`config.mk`:
```
export PLATFORM = sky130hd
export DESIGN_NAME = cgs_config
export DESIGN_NICKNAME = d
export VERILOG_FILES = /design/src/rtl/cgs_pkg.sv /design/src/rtl/cgs_config.sv
export SDC_FILE = /design/constraint.sdc
export NUM_CORES = 1
export LEC_CHECK = 0
export ABC_AREA = 1
export BUFFER_PORTS_ARGS = -buffer_cell sky130_fd_sc_hd__clkbuf_2
export CAP_MARGIN = 40
export CORE_UTILIZATION = 35
export CTS_CLUSTER_SIZE = 28
export DETAILED_ROUTE_END_ITERATION = 16
export GPL_ROUTABILITY_DRIVEN = 0
export PLACE_DENSITY = 0.63
export SLEW_MARGIN = 20
export SYNTH_ARGS = -nofsm -noshare
export SYNTH_HDL_FRONTEND = slang
export SYNTH_SLANG_ARGS = --single-unit
```
`constraint.sdc`:
```
create_clock -name clk_i -period 2.2 [get_ports clk_i]
set_input_delay 0.11 -clock clk_i [delete_from_list [all_inputs] [get_ports clk_i]]
set_output_delay 0.11 -clock clk_i [all_outputs]
set_load 0.02 [all_outputs]
```
`src/rtl/cgs_pkg.sv`:
```
/*
  Constants for the clock generator configuration block: serial slave
  address, command layout, register offsets, field positions and values
  after reset. Assumes a single 10 MHz system clock domain.
*/
package cgs_pkg;

  // ********************************************************************
  // Serial slave
  // ********************************************************************
  localparam logic [6:0] SLAVE_ADDR   = 7'h69;  // Address byte 8'hd2
  localparam int         CMD_SEL_BIT  = 7;      // 1 single, 0 block
  localparam logic [7:0] BLOCK_COUNT  = 8'h0f;  // Block read count
  localparam logic [3:0] BITS_PER_BYTE = 4'h8;  // Bits per byte

  // ********************************************************************
  // Register offsets
  // ********************************************************************
  localparam logic [6:0] OFS_SPREAD_STRAP = 7'h00;  // Spread and straps
  localparam logic [6:0] OFS_OUT_ENABLE   = 7'h01;  // Output enables

  // ********************************************************************
  // Byte 0 fields
  // ********************************************************************
  localparam int         B0_SPREAD   = 5;     // Spread enable
  localparam int         B0_STORAGE  = 4;     // Latched storage select
  localparam logic       SPREAD_RST  = 1'b0;  // Spread off at power-up

  // ********************************************************************
  // Byte 1 fields
  // ********************************************************************
  localparam int         B1_DISPLAY  = 7;     // Display output enable
  localparam int         B1_SRC1     = 3;     // Lowest enable bit
  localparam int         B1_RSV_HI   = 2;     // Reserved, reads one
  localparam int         B1_WOL      = 1;     // Wake keepalive
  localparam logic [4:0] OE_RST      = 5'h1f; // Enables on at power-up
  localparam logic       WOL_RST     = 1'b1;  // Keepalive on
  localparam logic       RSV_HI_VAL  = 1'b1;  // Reserved power-up value

endpackage

```
`src/rtl/cgs_config.sv`:
```
/*
  Configuration and control logic of a multi-output clock generator:
  strap capture on power-good (one-shot outside test mode), wake-on-LAN reference control and
  a byte/block serial slave for control bytes 0 and 1.
  Assumes every pin input is asynchronous to clk_i and that the serial
  clock is much slower than clk_i (it is sampled, not used as a clock).
*/
`timescale 1ns/1ps

module cgs_config (
  // Clock, reset, enable
  input  wire logic       clk_i,
  input  wire logic       reset_i,
  input  wire logic       clk_en_i,
  // Serial link pins
  input  wire logic       scl_i,
  input  wire logic       sda_i,
  output logic            sda_o,
  output logic            sda_oe_n_o,
  // Straps and supplies
  input  wire logic       power_good_latch_input_i,
  input  wire logic [2:0] frequency_select_strap_i,
  input  wire logic       storage_rate_select_i,
  input  wire logic       test_mode_i,
  input  wire logic       suspend_supply_i,
  input  wire logic       main_supply_i,
  input  wire logic       wake_stop_pin_n_i,
  // Frequency and output control
  output logic            strap_done_o,
  output logic [1:0]      cpu_rate_sel_o,
  output logic            storage_100m_o,
  output logic            spread_en_o,
  output logic [4:0]      out_en_o,
  output logic            ref25_run_o,
  output logic            xtal_run_o,
  output logic            power_down_o
);
  import cgs_pkg::*;

  // Slave states, Gray coded along the write path
  typedef enum logic [2:0] {
    ST_IDLE = 3'h0,
    ST_ADDR = 3'h1,
    ST_ACK  = 3'h3,
    ST_RX   = 3'h2,
    ST_TX   = 3'h6,
    ST_HACK = 3'h7
  } cgs_state_e;

  // ********************************************************************
  // Input synchronisers
  // ********************************************************************
  logic [10:0] sync1_q;   // First stage, read only by second
  logic [10:0] sync2_q;   // Second stage, safe to use
  logic [1:0]  link3_q;   // Previous scl/sda for edge detection

  // Two flops on every pin; link and wake pins reset to idle high
  // so no false serial edge or stop follows reset
  always_ff @(posedge clk_i or posedge reset_i) begin
    if (reset_i) begin
      sync1_q <= 11'h680;
      sync2_q <= 11'h680;
      link3_q <= 2'h3;
    end else if (clk_en_i) begin
      sync1_q <= {scl_i, sda_i, test_mode_i, wake_stop_pin_n_i,
                  main_supply_i, suspend_supply_i,
                  power_good_latch_input_i, storage_rate_select_i,
                  frequency_select_strap_i};
      sync2_q <= sync1_q;
      link3_q <= sync2_q[10:9];
    end
  end

  logic scl_s;          // Synchronised serial clock
  logic sda_s;          // Synchronised serial data
  logic test_s;         // Test mode
  logic wake_n_s;       // Wake stop pin, active low
  logic main_s;         // Main supply present
  logic susp_s;         // Suspend supply present
  logic pg_s;           // Power-good
  logic [3:0] strap_s;  // Storage select and frequency selects
  assign {scl_s, sda_s, test_s, wake_n_s, main_s, susp_s, pg_s} =
         sync2_q[10:4];
  assign strap_s = sync2_q[3:0];

  logic scl_rise;   // Serial clock rising
  logic scl_fall;   // Serial clock falling
  logic start_det;  // Start or repeated start
  logic stop_det;   // Stop
  assign scl_rise  = scl_s & ~link3_q[1];
  assign scl_fall  = ~scl_s & link3_q[1];
  assign start_det = scl_s & link3_q[1] & link3_q[0] & ~sda_s;
  assign stop_det  = scl_s & link3_q[1] & ~link3_q[0] & sda_s;

  // ********************************************************************
  // Strap capture
  // ********************************************************************
  logic       done_q;    // Straps captured
  logic [3:0] strap_q;   // Latched {storage, fs2, fs1, fs0}

  // One-shot capture; test mode lets every high sample recapture
  always_ff @(posedge clk_i or posedge reset_i) begin
    if (reset_i) begin
      done_q  <= 1'b0;
      strap_q <= 4'h0;
    end else if (clk_en_i && pg_s && (!done_q || test_s)) begin
      done_q  <= 1'b1;
      strap_q <= strap_s;
    end
  end

  // ********************************************************************
  // Control registers
  // ********************************************************************
  logic       spread_q;  // Spread enable
  logic [4:0] oe_q;      // Output enables, display down to SRC1
  logic       wol_q;     // Wake keepalive
  logic       wr_fire;   // Data byte write strobe
  logic [6:0] ptr_q;     // Register pointer
  logic [7:0] sh_q;      // Received byte

  // Power-up defaults; reserved bits have no storage
  always_ff @(posedge clk_i or posedge reset_i) begin
    if (reset_i) begin
      spread_q <= SPREAD_RST;
      oe_q     <= OE_RST;
      wol_q    <= WOL_RST;
    end else if (clk_en_i && wr_fire) begin
      case (ptr_q)
        OFS_SPREAD_STRAP: begin
          spread_q <= sh_q[B0_SPREAD];
        end
        OFS_OUT_ENABLE: begin
          oe_q  <= sh_q[B1_DISPLAY:B1_SRC1];
          wol_q <= sh_q[B1_WOL];
        end
        default: begin
          // Bytes outside this block are write-ignored
        end
      endcase
    end
  end

  // Read image of a register; reserved bits at power-up values
  function automatic logic [7:0] rd_byte(input logic [6:0] ofs,
                                         input logic       spr,
                                         input logic [3:0] stp,
                                         input logic [4:0] oe,
                                         input logic       wol);
    logic [7:0] v;
    v = 8'h00;
    case (ofs)
      OFS_SPREAD_STRAP: v = {2'h0, spr, stp[3], 1'b0, stp[2:0]};
      OFS_OUT_ENABLE:   v = {oe, RSV_HI_VAL, wol, 1'b0};
      default:          v = 8'h00;
    endcase
    return v;
  endfunction

  // ********************************************************************
  // Serial slave
  // ********************************************************************
  cgs_state_e st_q;     // Slave state
  logic [3:0] cnt_q;    // Bit counter
  logic [1:0] byte_q;   // Bytes received after address, saturating
  logic       blk_q;    // Block access selected
  logic       rd_q;     // Read direction
  logic       first_q;  // Next transmit byte is the block count
  logic       nack_q;   // Host answered not-acknowledge
  logic [7:0] tx_q;     // Transmit shifter
  logic       byte_end; // Eighth bit seen on a falling edge
  logic       is_data;  // Received byte is a register data byte

  assign byte_end = scl_fall && (cnt_q == BITS_PER_BYTE);
  assign is_data  = (byte_q != 2'h0) && !(blk_q && byte_q == 2'h1);
  assign wr_fire  = (st_q == ST_RX) && byte_end && is_data;

  // Next transmit byte: count first in block mode, then data
  logic [7:0] tx_next;
  assign tx_next = first_q ? BLOCK_COUNT :
                   rd_byte(ptr_q, spread_q, strap_q, oe_q, wol_q);

  // Protocol sequencing
  always_ff @(posedge clk_i or posedge reset_i) begin
    if (reset_i) begin
      st_q    <= ST_IDLE;
      cnt_q   <= 4'h0;
      byte_q  <= 2'h0;
      blk_q   <= 1'b0;
      rd_q    <= 1'b0;
      first_q <= 1'b0;
      nack_q  <= 1'b0;
      tx_q    <= 8'h00;
      sh_q    <= 8'h00;
      ptr_q   <= 7'h00;
    end else if (clk_en_i) begin
      if (start_det) begin
        // Start or repeated start keeps command context
        st_q  <= ST_ADDR;
        cnt_q <= 4'h0;
      end else if (stop_det) begin
        st_q <= ST_IDLE;
      end else begin
        case (st_q)
          ST_ADDR, ST_RX: begin
            if (scl_rise) begin
              sh_q  <= {sh_q[6:0], sda_s};
              cnt_q <= cnt_q + 4'h1;
            end else if (byte_end && st_q == ST_ADDR) begin
              if (sh_q[7:1] == SLAVE_ADDR) begin
                st_q    <= ST_ACK;
                rd_q    <= sh_q[0];
                first_q <= blk_q;
                if (!sh_q[0]) begin
                  byte_q <= 2'h0;
                end
              end else begin
                st_q <= ST_IDLE;
              end
            end else if (byte_end) begin
              st_q <= ST_ACK;
              if (byte_q == 2'h0) begin
                blk_q <= ~sh_q[CMD_SEL_BIT];
                ptr_q <= sh_q[CMD_SEL_BIT] ? sh_q[6:0] : 7'h00;
              end else if (is_data) begin
                ptr_q <= ptr_q + 7'h01;
              end
              if (byte_q != 2'h2) begin
                byte_q <= byte_q + 2'h1;
              end
            end
          end
          ST_ACK: begin
            if (scl_fall) begin
              cnt_q <= 4'h0;
              if (rd_q) begin
                st_q    <= ST_TX;
                tx_q    <= tx_next;
                first_q <= 1'b0;
                if (!first_q) begin
                  ptr_q <= ptr_q + 7'h01;
                end
              end else begin
                st_q <= ST_RX;
              end
            end
          end
          ST_TX: begin
            if (scl_fall) begin
              tx_q  <= {tx_q[6:0], 1'b0};
              cnt_q <= cnt_q + 4'h1;
              if (cnt_q == BITS_PER_BYTE - 4'h1) begin
                st_q <= ST_HACK;
              end
            end
          end
          ST_HACK: begin
            if (scl_rise) begin
              nack_q <= sda_s;
            end else if (scl_fall) begin
              cnt_q <= 4'h0;
              if (nack_q) begin
                st_q <= ST_IDLE;
              end else begin
                st_q    <= ST_TX;
                tx_q    <= tx_next;
                first_q <= 1'b0;
                if (!first_q) begin
                  ptr_q <= ptr_q + 7'h01;
                end
              end
            end
          end
          default: begin
            st_q <= ST_IDLE;
          end
        endcase
      end
    end
  end

  // Open-drain data: enable low pulls the line low
  always_ff @(posedge clk_i or posedge reset_i) begin
    if (reset_i) begin
      sda_o      <= 1'b1;
      sda_oe_n_o <= 1'b1;
    end else if (clk_en_i) begin
      sda_o <= 1'b0;
      if (st_q == ST_ACK) begin
        sda_oe_n_o <= 1'b0;
      end else if (st_q == ST_TX) begin
        sda_oe_n_o <= tx_q[7];
      end else begin
        sda_oe_n_o <= 1'b1;
      end
    end
  end

  // ********************************************************************
  // Output control
  // ********************************************************************
  // Registered outputs; one cycle behind their sources
  always_ff @(posedge clk_i or posedge reset_i) begin
    if (reset_i) begin
      strap_done_o   <= 1'b0;
      cpu_rate_sel_o <= 2'h0;
      storage_100m_o <= 1'b1;
      spread_en_o    <= 1'b0;
      out_en_o       <= OE_RST;
      ref25_run_o    <= 1'b0;
      xtal_run_o     <= 1'b0;
      power_down_o   <= 1'b0;
    end else if (clk_en_i) begin
      strap_done_o   <= done_q;
      cpu_rate_sel_o <= strap_q[2:1];
      storage_100m_o <= ~strap_q[3];
      spread_en_o    <= spread_q;
      out_en_o       <= oe_q;
      // Keepalive set runs 25 MHz from suspend alone
      ref25_run_o    <= susp_s & (wol_q | (main_s & wake_n_s));
      xtal_run_o     <= (susp_s | main_s)
                        & (wol_q | (main_s & wake_n_s));
      power_down_o   <= ~wol_q & ~wake_n_s;
    end
  end

  // ********************************************************************
  // Assertions
  // ********************************************************************
  a_strap_capture: assert property (@(posedge clk_i)
    disable iff (reset_i || !clk_en_i)
    (pg_s && !done_q) |=> (done_q && strap_q == $past(strap_s)))
    else $error("straps not captured on power-good");
  a_strap_hold: assert property (@(posedge clk_i)
    disable iff (reset_i || !clk_en_i)
    (done_q && !test_s) |=> $stable(strap_q))
    else $error("straps changed after capture");
  a_cpu_rate_map: assert property (@(posedge clk_i)
    disable iff (reset_i || !clk_en_i)
    ##1 cpu_rate_sel_o == $past(strap_q[2:1]))
    else $error("cpu rate select mismatch");
  a_storage_rate: assert property (@(posedge clk_i)
    disable iff (reset_i || !clk_en_i)
    ##1 storage_100m_o != $past(strap_q[3]))
    else $error("storage rate mismatch");
  a_ref_keepalive: assert property (@(posedge clk_i)
    disable iff (reset_i || !clk_en_i)
    (susp_s && wol_q) |=> ref25_run_o)
    else $error("reference stopped with keepalive set");
  a_wake_powerdown: assert property (@(posedge clk_i)
    disable iff (reset_i || !clk_en_i)
    (!wol_q && !wake_n_s) |=> (power_down_o && !ref25_run_o))
    else $error("wake stop not acting as power-down");
  a_xtal_suspend: assert property (@(posedge clk_i)
    disable iff (reset_i || !clk_en_i)
    (!wol_q && !main_s) |=> !xtal_run_o)
    else $error("crystal runs in suspend without keepalive");
  a_addr_match: assert property (@(posedge clk_i)
    disable iff (reset_i || !clk_en_i)
    (st_q == ST_ADDR && byte_end && !start_det && !stop_det)
      |=> (st_q == ST_ACK) == ($past(sh_q[7:1]) == SLAVE_ADDR))
    else $error("address decode wrong");
  a_cmd_decode: assert property (@(posedge clk_i)
    disable iff (reset_i || !clk_en_i)
    (st_q == ST_RX && byte_end && byte_q == 2'h0 && !start_det
     && !stop_det) |=> (blk_q == !$past(sh_q[7])))
    else $error("command mode decode wrong");
  a_ack_drive: assert property (@(posedge clk_i)
    disable iff (reset_i || !clk_en_i)
    (st_q == ST_ACK) |=> !sda_oe_n_o)
    else $error("acknowledge not driven");
  logic [7:0] b1_img;  // Read image of byte 1
  assign b1_img = rd_byte(OFS_OUT_ENABLE, spread_q, strap_q, oe_q, wol_q);
  a_reserved_image: assert property (@(posedge clk_i)
    disable iff (reset_i)
    b1_img[2:0] == {RSV_HI_VAL, wol_q, 1'b0})
    else $error("reserved bits not at power-up values");

  c_reg_write: cover property (@(posedge clk_i) disable iff (reset_i)
    wr_fire);
  c_block_count: cover property (@(posedge clk_i) disable iff (reset_i)
    st_q == ST_ACK && rd_q && first_q && scl_fall);
  c_host_nack: cover property (@(posedge clk_i) disable iff (reset_i)
    st_q == ST_HACK && nack_q && scl_fall);

endmodule

```
After elaboration in Yosys (flattened, before gate mapping)
Index checks and enable logic that the tools add are counted.
{"block": "totals", "regBits": 87, "input_bits": 14, "elab_cells": 184, "out_inout_bits": 15}
{"block": "classes", "n_eq_ne": 36, "n_bitwise": 25, "reduce_logical": 33, "addsub": 3, "mux": 59}
{"cell": "$mux W7", "count": 12}
{"cell": "$mux W8", "count": 7}
{"cell": "$mux W3", "count": 12}
{"cell": "$ne A2 B2 Y1 const B", "count": 14}
{"cell": "$mux W4", "count": 6}
{"cell": "$ne A4 B4 Y1 const B", "count": 6}
{"cell": "$pmux W8 S3", "count": 1}
{"cell": "$pmux W7 S3", "count": 1}
{"cell": "$pmux W4 S4", "count": 1}
{"cell": "$pmux W8 S2", "count": 1}
{"cell": "$reduce_and A8 Y1", "count": 2}
{"cell": "$reduce_and A13 Y1", "count": 1}
{"cell": "$mux W2", "count": 6}
{"cell": "$ne A3 B3 Y1 const B", "count": 4}
{"cell": "$not A1 Y1", "count": 12}
{"cell": "$pmux W3 S4", "count": 1}
{"cell": "$reduce_and A12 Y1", "count": 1}
{"cell": "$and A1 B1 Y1", "count": 11}
{"cell": "$mux W1", "count": 10}
{"cell": "$reduce_and A10 Y1", "count": 1}
{"cell": "$reduce_and A5 Y1", "count": 2}
{"cell": "$logic_and A1 B1 Y1", "count": 9}
{"cell": "$reduce_and A9 Y1", "count": 1}
{"cell": "$add A7 B1 Y7 const B", "count": 1}
{"cell": "other kinds (25)", "count": 33}

Depth between registers and ports, before layout
Gate-level depths: netlist (run 1).
{"block": "depth", "ltp_word": 10, "mapped_depth": 11, "mapped_depth_nobuf": 11}

Worst setup path after synthesis (run 1)
No wires, ideal clock.
{"block": "synth_timing", "kind": "register to register", "start": "register cnt_q[0]", "end": "register ptr_q[0]", "stages_incl_launch_ff": 12, "path_slack_ns": 0.654, "n_path_buf": 0, "synth_period_minus_slack_ns": 1.546, "required_ns": 2.082, "setup_ns": 0.118, "arrival_time_ns": 1.428, "cell_sequence": "dfrtp_1 > inv_1 > ha_1 > nand3_1 > nor2_2 > inv_2 > nand2_2 > nand2_1 > nor2_4 > nand3_4 > nand2_1 > nand2_1"}
{"block": "synth_between", "elab_chain_cells": 5, "word_cells_on_any_way": 6, "cone_classes": "eq/ne: 3; reduce/logical: 3"}
{"item": "start, declared", "line_no": "cgs_config.sv:164", "text": "logic [3:0] cnt_q;"}
{"item": "start signal, assigned", "line_no": "cgs_config.sv:208", "text": "cnt_q <= cnt_q + 4'h1;"}
{"item": "start signal, assigned", "line_no": "cgs_config.sv:251", "text": "cnt_q <= cnt_q + 4'h1;"}
{"item": "$eq A4 B4 Y1 (*)", "line_no": "cgs_config.sv:174", "text": "assign byte_end = scl_fall && (cnt_q == BITS_PER_BYTE);"}
{"item": "$logic_and A1 B1 Y1 (*)", "line_no": "cgs_config.sv:174"}
{"item": "$logic_and A1 B1 Y1", "line_no": "cgs_config.sv:209", "text": "end else if (byte_end && st_q == ST_ADDR) begin"}
{"item": "$ne A2 B2 Y1 (no line)"}
{"item": "$reduce_and A13 Y1 (no line) (*)"}
{"item": "end signal, assigned", "line_no": "cgs_config.sv:224", "text": "ptr_q <= sh_q[CMD_SEL_BIT] ? sh_q[6:0] : 7'h00;"}
{"item": "end signal, assigned", "line_no": "cgs_config.sv:226", "text": "ptr_q <= ptr_q + 7'h01;"}
{"item": "end signal, assigned", "line_no": "cgs_config.sv:241", "text": "ptr_q <= ptr_q + 7'h01;"}
{"item": "end, declared", "line_no": "cgs_config.sv:119", "text": "logic [6:0] ptr_q;"}
Mark *: on every way between the ends. The rest lies on a longest branch, timed or not.
A chain may end at the register's enable or synchronous reset.

Worst setup path in the final report (run 1)
{"block": "layout_timing", "start": "register byte_q[0]", "end": "register ptr_q[4]"}
{"block": "layout_between", "elab_chain_cells": 6, "word_cells_on_any_way": 13, "cone_classes": "eq/ne: 2; mux: 5; reduce/logical: 6"}
{"item": "start, declared", "line_no": "cgs_config.sv:165", "text": "logic [1:0] byte_q;"}
{"item": "start signal, assigned", "line_no": "cgs_config.sv:229", "text": "byte_q <= byte_q + 2'h1;"}
{"item": "$eq A2 B1 Y1 / $logic_not A2 Y1 (equally long branches)", "line_no": "cgs_config.sv:175, cgs_config.sv:222"}
{"item": "$logic_and A1 B1 Y1 / $mux W7 (equally long branches)", "line_no": "cgs_config.sv:175, cgs_config.sv:222"}
{"item": "$logic_not A1 Y1 / $mux W7 (equally long branches)", "line_no": "cgs_config.sv:175, cgs_config.sv:220"}
{"item": "$logic_and A1 B1 Y1 / $mux W7 (equally long branches)", "line_no": "cgs_config.sv:175, cgs_config.sv:209"}
{"item": "$ne A3 B3 Y1 (no line) / $mux W7 (equally long branches)"}
{"item": "$reduce_and A13 Y1 (no line) / $pmux W7 S3 (equally long branches)"}
Several ways; a longest one is shown, not always the timed one. The select of a mux whose other input is x is not followed.

==> impl_metrics.toml, run 1 <==
[run_status]
outcome = "finished, final reports clean"

[logic_synthesis]
yosys.area.top_type = "dfrtp_1"
synth_flop_cell = "dfrtp_1"
synthTopCellsByArea = "dfrtp_1 (37%), nand2_1 (18%), dfstp_2 (13%)"
synth_fa_ha_area_share_pct = 2.276
yosysSeqAreaShare_pct = 50.13
syn_nets = 589
ys_types = 32
yosysWarnings = 0
ys_ff_latch = 87
synth_area_per_cell_sq_um = 7.757
syn_area_sq_mm = 0.004398
yosysTopAreaCellShare_pct = 36.98
synth-compound-area-share_pct = 8.848
synth_edf_count = 0
synthArstFlopShare_pct = 100.0
syn_inst = 567
synth_top_family_by_area = "simple AND/OR/NAND/NOR gates"
synthMuxAreaShare_pct = 0
yosys.area_share.simple_pct = 30.92
synth_xor_area_share_pct = 0.5974

[floorplan]
fp.dieArea_sq_mm = 0.01302
die_width_um = 114.1
num_rows = 40
io_pins = 29
die_h_um = 114.1
start_util_pct = 36.31
core-area_sq_mm = 0.01211

[placed_design]
dp_hpwl_mm = 6.786
place_area_sq_mm = 0.004747
place_ws_ns = 0.4735
dp_cells = 755
port_buffers = 28

[finish]
final_cell_mix = "nand2_1 (209), dfrtp_1 (65), inv_1 (58), o21ai_0 (47), nand3_1 (33)"
area_growth_pct = 17.70
design_area_sq_mm = 0.005176
fin_nets = 632
final_common_cell = "nand2_1"
n_antenna_cell = 0
drive_gt1_share_pct = 17.40
fin_cells = 783

[timing]
finalHoldViolCount = 0
final.period_utilization_pct = 82.02
setup_slack_ns = 0.3956
finalSetupTns_ns = 0
max_slew_margin_pct = 55.27
max_freq_ghz = 0.5542
post-route-min-period_ns = 1.804
setup_viol = 0
drv_slew = 0
worstMarginPinSlew_ns = 0.6680
skew_ns = 0.005770
rsz0062_at_grt = "false"

[detailed_routing]
drcViolationCount = 0
drt_iter0_drc = 271
ant_nets = 0
via_per_inst = 4.794
route.detailed.wl_per_inst_um = 12.44
wl_mm = 9.737
drtPass1Iterations = 5
num_vias = 3754

[pwr]
power_density_mw_per_mm2 = 950.6
peakVddDrop_uv = 494.3
p_leak_nw = 2.480

[global_route]
grt_pass1_wl_mm = 17.02
grt_max_degree = 88
grt_usage_pct = 16.63
grt_pass1_vias = 3705
antenna_found_initial = 0
grt_overflow = 0

[setup_path]
path_cells = "inv_1, ha_1, inv_1, nor2_2, nand2_1, o21ai_0, nand4_1, nand2_1"
ff2ff_path_depth = 8
slowest_stage = "dfrtp_1"
critPathCaptureType = "register"
timing.critical_path.max_delay_family = "simple AND/OR/NAND/NOR gates"
cp-startpoint = "byte_q[0]"
cp.required_ns = 2.48
crit_path_max_fanout = 5
path_depth = 8
rr_endpoint = "ptr_q[4]"
start_kind = "register"
setup.worst_path.end = "ptr_q[4]"
worstSetupPathType = "reg -> reg"
r2r_slack_ns = 0.40
critical-path-max-stage-delay_ns = 0.38
worst_ep_arrival_time_ns = 2.08
worst-path-buf-inv = 2
r2r_start = "byte_q[0]"

[clock_tree]
clock_latency_ns = 0.34
clock-root-buffer = "clkbuf_16"
cts_setup_buffers = 0
cts_sinks = 87
clockBufferDepth = 2
cts_tree = "built"
htreeDepth = 3
clkSlewWorstSetupHoldPaths_ns = 0.06
cts_made_buffers = 9

[hold_path]
hp-class = "in -> reg"
worstHoldStart = "clk_en_i"

[job]
maxCapViolations = 0
registers in the layout (all words and copies together) (netlist names), 2 cells and up:
| signal | cells |
|---|---|
| oe_q | 5 |
| st_q | 3 |
| ptr_q | 7 |
| sync2_q | 11 |
| byte_q | 2 |
| sh_q | 8 |
| cpu_rate_sel_o | 2 |
| strap_q | 4 |
| out_en_o | 5 |
| link3_q | 2 |
| tx_q | 8 |
| sync1_q | 11 |
| cnt_q | 4 |
stage by stage:
stage / util [%] / power (mW) / hold slack [ns]
floorplan: - / 3.006 / 0.2062
global placement: 39.19 / 3.312 / 0.2651
detailed placement: 39.19 / 3.343 / 0.2662
CTS: 42.74 / 4.959 / 0.1451
global route: 42.74 / 5.226 / 0.2321
finish: 42.74 / 4.921 / 0.1659
worst min path at each step:
| stage | to | cells after the start | slack, ns |
|---|---|---|---|
| 2_1_floorplan | sync1_q[10] | 2 | 0.21 |
| 3_3_place_gp | cnt_q[1] | 3 | 0.27 |
| 3_5_place_dp | cnt_q[0] | 3 | 0.27 |
| 4_1_cts | sync2_q[10] | 3 | 0.15 |
| 5_1_grt | sync2_q[9] | 3 | 0.23 |
| 6_report | sync2_q[10] | 3 | 0.17 |
cell families after synthesis:
| family | after synthesis |
|---|---|
| simple gates | 310 |
| flops | 87 |
| buf+inv | 84 |
| compound gates | 75 |
| fa+ha+maj | 8 |
| xor+xnor | 3 |
synth_stat cells, types with 4 or more instances:
library cell,instances
dfstp_2,22
inv_1,59
ha_1,8
nand4_1,11
clkbuf_1,8
nand3_1,33
nor2_1,28
nand2_1,209
nand3_2,6
nor2_2,6
o21ai_0,47
inv_2,13
o21ai_1,16
a21oi_1,6
nor3_1,6
dfrtp_1,65
nand2_2,4
power breakdown:
group / leakage [nW] / switching, mW / internal (mW)
combinational: 1.28 / 0.833 / 0.452
clock: 0.152 / 0.635 / 0.940
sequential: 1.05 / 0.220 / 1.84
total: 2.48 / 1.69 / 3.23
repair_timing:
action                    4_1_cts  5_1_grt
hold buffers                   12        0
gates resized for setup         0        0
hold endpoints to repair       76        0
layout make-up:
| type | instances | area [sq um] |
|---|---|---|
| Fill cell | 1243 | 6935 |
| Sequential cell | 87 | 2205 |
| Multi-Input combinational cell | 396 | 1876 |
| Timing Repair Buffer | 44 | 302.8 |
| Inverter | 72 | 274.0 |
| Clock buffer | 11 | 252.7 |
| Tap cell | 168 | 210.2 |
| Clock inverter | 5 | 56.30 |
metal layers:
layer / part of all wire (%) / global-route usage (%) / vias up
met4: 1.3 / 5.974 / 0
met5: 0 / 0 / -
met2: 48 / 27.64 / 86
met1: 47 / 21.34 / 1776
li1: - / - / 1881
met3: 3.8 / 3.653 / 11
worst register-to-register path, stage by stage (launching register included):
cell and delay, ns:
dfrtp_1 0.38, inv_1 0.12, ha_1 0.24, inv_1 0.08, nor2_2 0.23, nand2_1 0.17
o21ai_0 0.29, nand4_1 0.15, nand2_1 0.08
No activity file was read; power rests on OpenSTA's default activity.
==> run 2: changes to the inputs <==
==> constraint.sdc (replaced) <==
create_clock -name clk_i -period 1.5 [get_ports clk_i]
set_input_delay 0.075 -clock clk_i [delete_from_list [all_inputs] [get_ports clk_i]]
set_output_delay 0.075 -clock clk_i [all_outputs]
set_load 0.02 [all_outputs]
==> run 2 against run 1 <==
Against the previous run:
- sequential share of layout area fell by 6.5 points
- the flow now finishes with violations (negative setup slack)
- fmax rose by 8.9%
- hold slack better by 0.028 ns
- largest cell class unchanged
- first-iteration DRC count shrank 30%
- wire length grew 15%
==> impl_metrics.toml, run 2 (synthesis results as in run 1) <==
[placed_design]
port_buffers = 28
place_ws_ns = -0.1831
place_area_sq_mm = 0.005095
dp_hpwl_mm = 7.191

[setup_path]
worstSetupPathType = "reg -> reg"
r2r_slack_ns = -0.16
ff2ff_path_depth = 9
critPathCaptureType = "register"
crit_path_max_fanout = 4
start_kind = "register"
cp.required_ns = 1.73
worst_ep_arrival_time_ns = 1.88

[global_route]
grt_usage_pct = 17.95
grt_overflow = 0
grt_pass1_wl_mm = 18.44
grt_pass1_vias = 3984
grt_max_degree = 88
antenna_found_initial = 0

[finish]
final_common_cell = "nand2_1"
fin_nets = 701
area_growth_pct = 39.06
multi_input_area_sq_mm = 0.002208
fill_cells = 1123
final_util_pct = 50.50
top_regs = "sync1_q: 11 flops, sync2_q: 11 flops"
seq_area_sq_mm = 0.002210
drive_gt1_share_pct = 35.96
design_area_sq_mm = 0.006116
n_antenna_cell = 0
final_cell_mix = "nand2_1 (187), dfrtp_1 (61), buf_4 (56), inv_1 (50), o21ai_0 (41)"

[timing]
setup_slack_ns = -0.1573
drv_slew = 0
worstMarginPinSlew_ns = 0.7065
rsz0062_at_grt = "true"
max_freq_ghz = 0.6034
setup_viol = 31
final.period_utilization_pct = 110.5
skew_ns = 0.006056
fin_hold_ws_ns = 0.1940
max_slew_margin_pct = 52.69
post-route-min-period_ns = 1.657
finalHoldViolCount = 0

[pwr]
p_leak_nw = 2.917
peakVddDrop_uv = 769.6
power_density_mw_per_mm2 = 1347

[clock_tree]
clock_latency_ns = 0.34
cts_made_buffers = 9
clock-root-buffer = "clkbuf_16"
htreeDepth = 3
clockBufferDepth = 2
clkSlewWorstSetupHoldPaths_ns = 0.06
cts_sinks = 87
cts_tree = "built"

[detailed_routing]
drtPass1Iterations = 4
route.detailed.wl_per_inst_um = 13.18
num_vias = 4103
drcViolationCount = 0
wl_mm = 11.23
drt_iter0_drc = 189
via_per_inst = 4.816
ant_nets = 0

[floorplan]
die_h_um = 114.1
io_pins = 29
fp.dieArea_sq_mm = 0.01302
core-area_sq_mm = 0.01211
die_width_um = 114.1
num_rows = 40
start_util_pct = 36.31

[run_status]
violations = "negative setup slack"
outcome = "finished with violations"

[hold_path]
holdPathStages = 4
hp-class = "in -> reg"

[job]
maxCapViolations = 0
[run 2: cell count changes in the layout (fill, tap and decap cells not counted), sizes merged]
cell,delta
clkinv,-2
buf,+69
clkbuf,+3
clkinvlp,-1
[run 2: cell type report]
cell class	instances	share of cell area [%]
clock buffer	14	4.317
clock inverter	2	0.6342
inverter	72	4.685
multi-input combinational	396	36.11
sequential	87	36.13
tap	168	3.437
timing repair buffer	113	14.69
[run 2: routing by layer]
layer	up-vias	track usage (%)	routed length, um
li1	2018	-	-
met5	-	0	0
met2	101	29.94	5471
met4	0	8.485	324
met3	28	2.223	350
met1	1956	23.26	5084
[run 2: metrics by stage]
step	total power [mW]	TNS, ns	std cells
finish	8.239	-2.764	852
CTS	7.886	-1.216	837
global route	8.725	-5.047	852
detailed placement	5.315	-3.482	797
floorplan	4.435	-0.002455	567
global placement	5.257	-2.294	797
[run 2: report_power, final]
part           total [mW]  switching (mW)  internal (mW)
combinational        2.97            1.67           1.31
sequential           2.97           0.265           2.71
clock                2.29           0.906           1.39
[run 2: path summary, 6_finish.rpt]
path / from / to
hold reg to reg: sda_o / sda_o
max in group asynchronous: reset_i / ptr_q[0]
hold / removal: clk_en_i / sync2_q[9]
setup / recovery: link3_q[1] / st_q[1]
setup reg to reg: link3_q[1] / st_q[1]
min in group asynchronous: reset_i / cnt_q[1]
[run 2: worst max-delay path, stage by stage (launching register included)]
cell and delay, ns:
dfstp_2 0.58, buf_6 0.11, nor2_4 0.04, a21oi_4 0.22
buf_6 0.15, nand3_1 0.13, inv_1 0.09, nand2_1 0.09
nand2_1 0.07, nand2_1 0.05
[run 2: timing repair]
| item | CTS | global route |
|---|---|---|
| cloned | 0 | 1 |
| endpoints found under the hold margin | 76 | 0 |
| endpoints found under the setup margin | 36 | 43 |
| resized for setup | 29 | 85 |
| setup buffers | 12 | 14 |
| hold buffers | 12 | 0 |
| pin swaps | 13 | 37 |
==> run 3: changes to the inputs <==
--- a/config.mk
+++ b/config.mk
@@ -9,6 +9,7 @@
 export BUFFER_PORTS_ARGS = -buffer_cell sky130_fd_sc_hd__clkbuf_2
 export CAP_MARGIN = 40
 export CORE_UTILIZATION = 35
+export CTS_BUF_LIST = sky130_fd_sc_hd__clkbuf_16
 export CTS_CLUSTER_SIZE = 28
 export DETAILED_ROUTE_END_ITERATION = 16
 export GPL_ROUTABILITY_DRIVEN = 0
==> run 3 against run 2 <==
Against the previous run:
- the run still ends with negative setup slack left
- wire length decreased by 1.3%
- core utilization decreased by 0.64 points
- via count increased by 0.41%
- register-to-register slack about the same
- global-route usage decreased by 0.14 points
- critical path type unchanged
- largest cell class unchanged
- largest power group unchanged
==> impl_metrics.toml, run 3 (synthesis results as in run 1) <==
[detailed_routing]
num_vias = 4120
via_per_inst = 4.841
ant_nets = 0
drtPass1Iterations = 5
route.detailed.wl_per_inst_um = 13.03
drcViolationCount = 0
wl_mm = 11.09
drt_iter0_drc = 194

[timing]
rsz0062_at_grt = "true"
max_slew_margin_pct = 52.46
finalHoldViolCount = 0
max_freq_ghz = 0.6052
post-route-min-period_ns = 1.652
setup_viol = 34
skew_ns = 0.005762
drv_slew = 0
worstMarginPinSlew_ns = 0.7099
final.period_utilization_pct = 110.2
setup_slack_ns = -0.1523

[floorplan]
core-area_sq_mm = 0.01211
fp.dieArea_sq_mm = 0.01302
die_width_um = 114.1
start_util_pct = 36.31
num_rows = 40
io_pins = 29
die_h_um = 114.1

[placed_design]
dp_hpwl_mm = 7.191
port_buffers = 28
dp_cells = 797
place_area_sq_mm = 0.005095
place_ws_ns = -0.1831

[finish]
final_util_pct = 49.86
fill_cells = 1142
final_cell_mix = "nand2_1 (192), dfrtp_1 (61), buf_4 (58), inv_1 (54), o21ai_0 (45)"
top_regs = "sync1_q: 11 flops, sync2_q: 11 flops"
drive_gt1_share_pct = 33.82
fin_cells = 851
area_growth_pct = 37.30
multi_input_area_sq_mm = 0.002183
n_antenna_cell = 0
final_common_cell = "nand2_1"
seq_area_sq_mm = 0.002210
design_area_sq_mm = 0.006038
fin_nets = 700

[global_route]
grt_pass1_wl_mm = 18.32
grt_usage_pct = 17.81
grt_max_degree = 88
antenna_found_initial = 0
grt_pass1_vias = 3985
grt_overflow = 0

[setup_path]
cp_common_cell = "nor2_4"
worst_ep_arrival_time_ns = 1.92
slowest_stage = "dfstp_2"
timing.critical_path.max_delay_family = "simple AND/OR/NAND/NOR gates"
path_cells = "inv_2, nand2_1, nor2_4, nor2_4, o21ai_1, nor2_4, buf_12, nand4_1, nand2_1"
path_depth = 9
critPathCaptureType = "register"
cp.required_ns = 1.77
crit_path_max_fanout = 7
start_kind = "register"
critical-path-max-stage-delay_ns = 0.56
worst-path-buf-inv = 2
ff2ff_path_depth = 9
worstSetupPathType = "reg -> reg"

[clock_tree]
cts_sinks = 87
cts_tree = "built"
clkSlewWorstSetupHoldPaths_ns = 0.06
clock-root-buffer = "clkbuf_16"
cts_made_buffers = 9
clockBufferDepth = 2
htreeDepth = 3
clock_latency_ns = 0.34

[pwr]
p_leak_nw = 2.906
peakVddDrop_uv = 671.1
power_density_mw_per_mm2 = 1335

[run_status]
outcome = "finished with violations"
violations = "negative setup slack"

[hold_path]
holdPathStages = 4
hp-class = "in -> reg"

[job]
maxCapViolations = 0
## run 3: cell types whose count changed in the layout (fill, tap and decap cells not counted), sizes merged
cell    delta
clkinv     +2
nand3      +1
clkbuf     -5
inv        +3
buf        -2
## run 3: metal layers
layer	GRT usage, %	wire length [um]	up-vias	share of wire (%)
li1	-	-	2020	-
met4	8.485	319	0	2.9
met5	0	0	-	0
met2	29.86	5456	109	49
met1	22.92	4958	1959	45
met3	2.223	356	32	3.2
## run 3: worst reg2reg max path, cell delays in order (launching register included)
cell and delay (ns):
dfstp_2 0.56, inv_2 0.04, nand2_1 0.09, nor2_4 0.06
nor2_4 0.16, o21ai_1 0.15, nor2_4 0.19, buf_12 0.13
nand4_1 0.13, nand2_1 0.09
## run 3: layout make-up
| type | instances | share of cell area (%) |
|---|---|---|
| flip-flops and latches | 87 | 36.59 |
| well taps | 168 | 3.481 |
| clock buffers | 9 | 3.730 |
| multi-input cells | 397 | 36.16 |
| repair buffers | 111 | 14.38 |
| inverters | 72 | 4.704 |
| clock inverters | 7 | 0.9532 |
## run 3: final timing paths
check                                start         end  slack [ns]
min in group asynchronous          reset_i  sync1_q[5]        0.39
max in group asynchronous          reset_i    ptr_q[0]        0.69
worst max register to register  sync2_q[9]    ptr_q[0]       -0.15
worst max-delay path            sync2_q[9]    ptr_q[0]       -0.15
worst min register to register       sda_o       sda_o        0.45
worst min-delay path              clk_en_i  sync2_q[9]        0.21
## run 3: through the flow
| stage | hold slack, ns | TNS [ns] | power (mW) |
|---|---|---|---|
| after detailed placement | 0.2308 | -3.482 | 5.315 |
| after global placement | 0.2242 | -2.294 | 5.257 |
| after CTS | 0.1663 | -1.212 | 7.762 |
| after floorplan | 0.1712 | -0.002455 | 4.435 |
| final | 0.2090 | -2.419 | 8.062 |
| after global routing | 0.2444 | -5.455 | 8.564 |
## run 3: what timing repair did
item                                    CTS  global route
endpoints found under the setup margin   35            43
hold buffers                             12             0
cloned                                    0             2
hold endpoints to repair                 76             0
setup buffers                            12            12
gates resized for setup                  28            65
pin swaps                                13            19
## run 3: power by group
part | total, mW | internal (mW) | leakage, nW | switching, mW
clock | 2.16 | 1.26 | 0.148 | 0.895
sequential | 2.98 | 2.71 | 1.04 | 0.270
combinational | 2.92 | 1.29 | 1.71 | 1.63
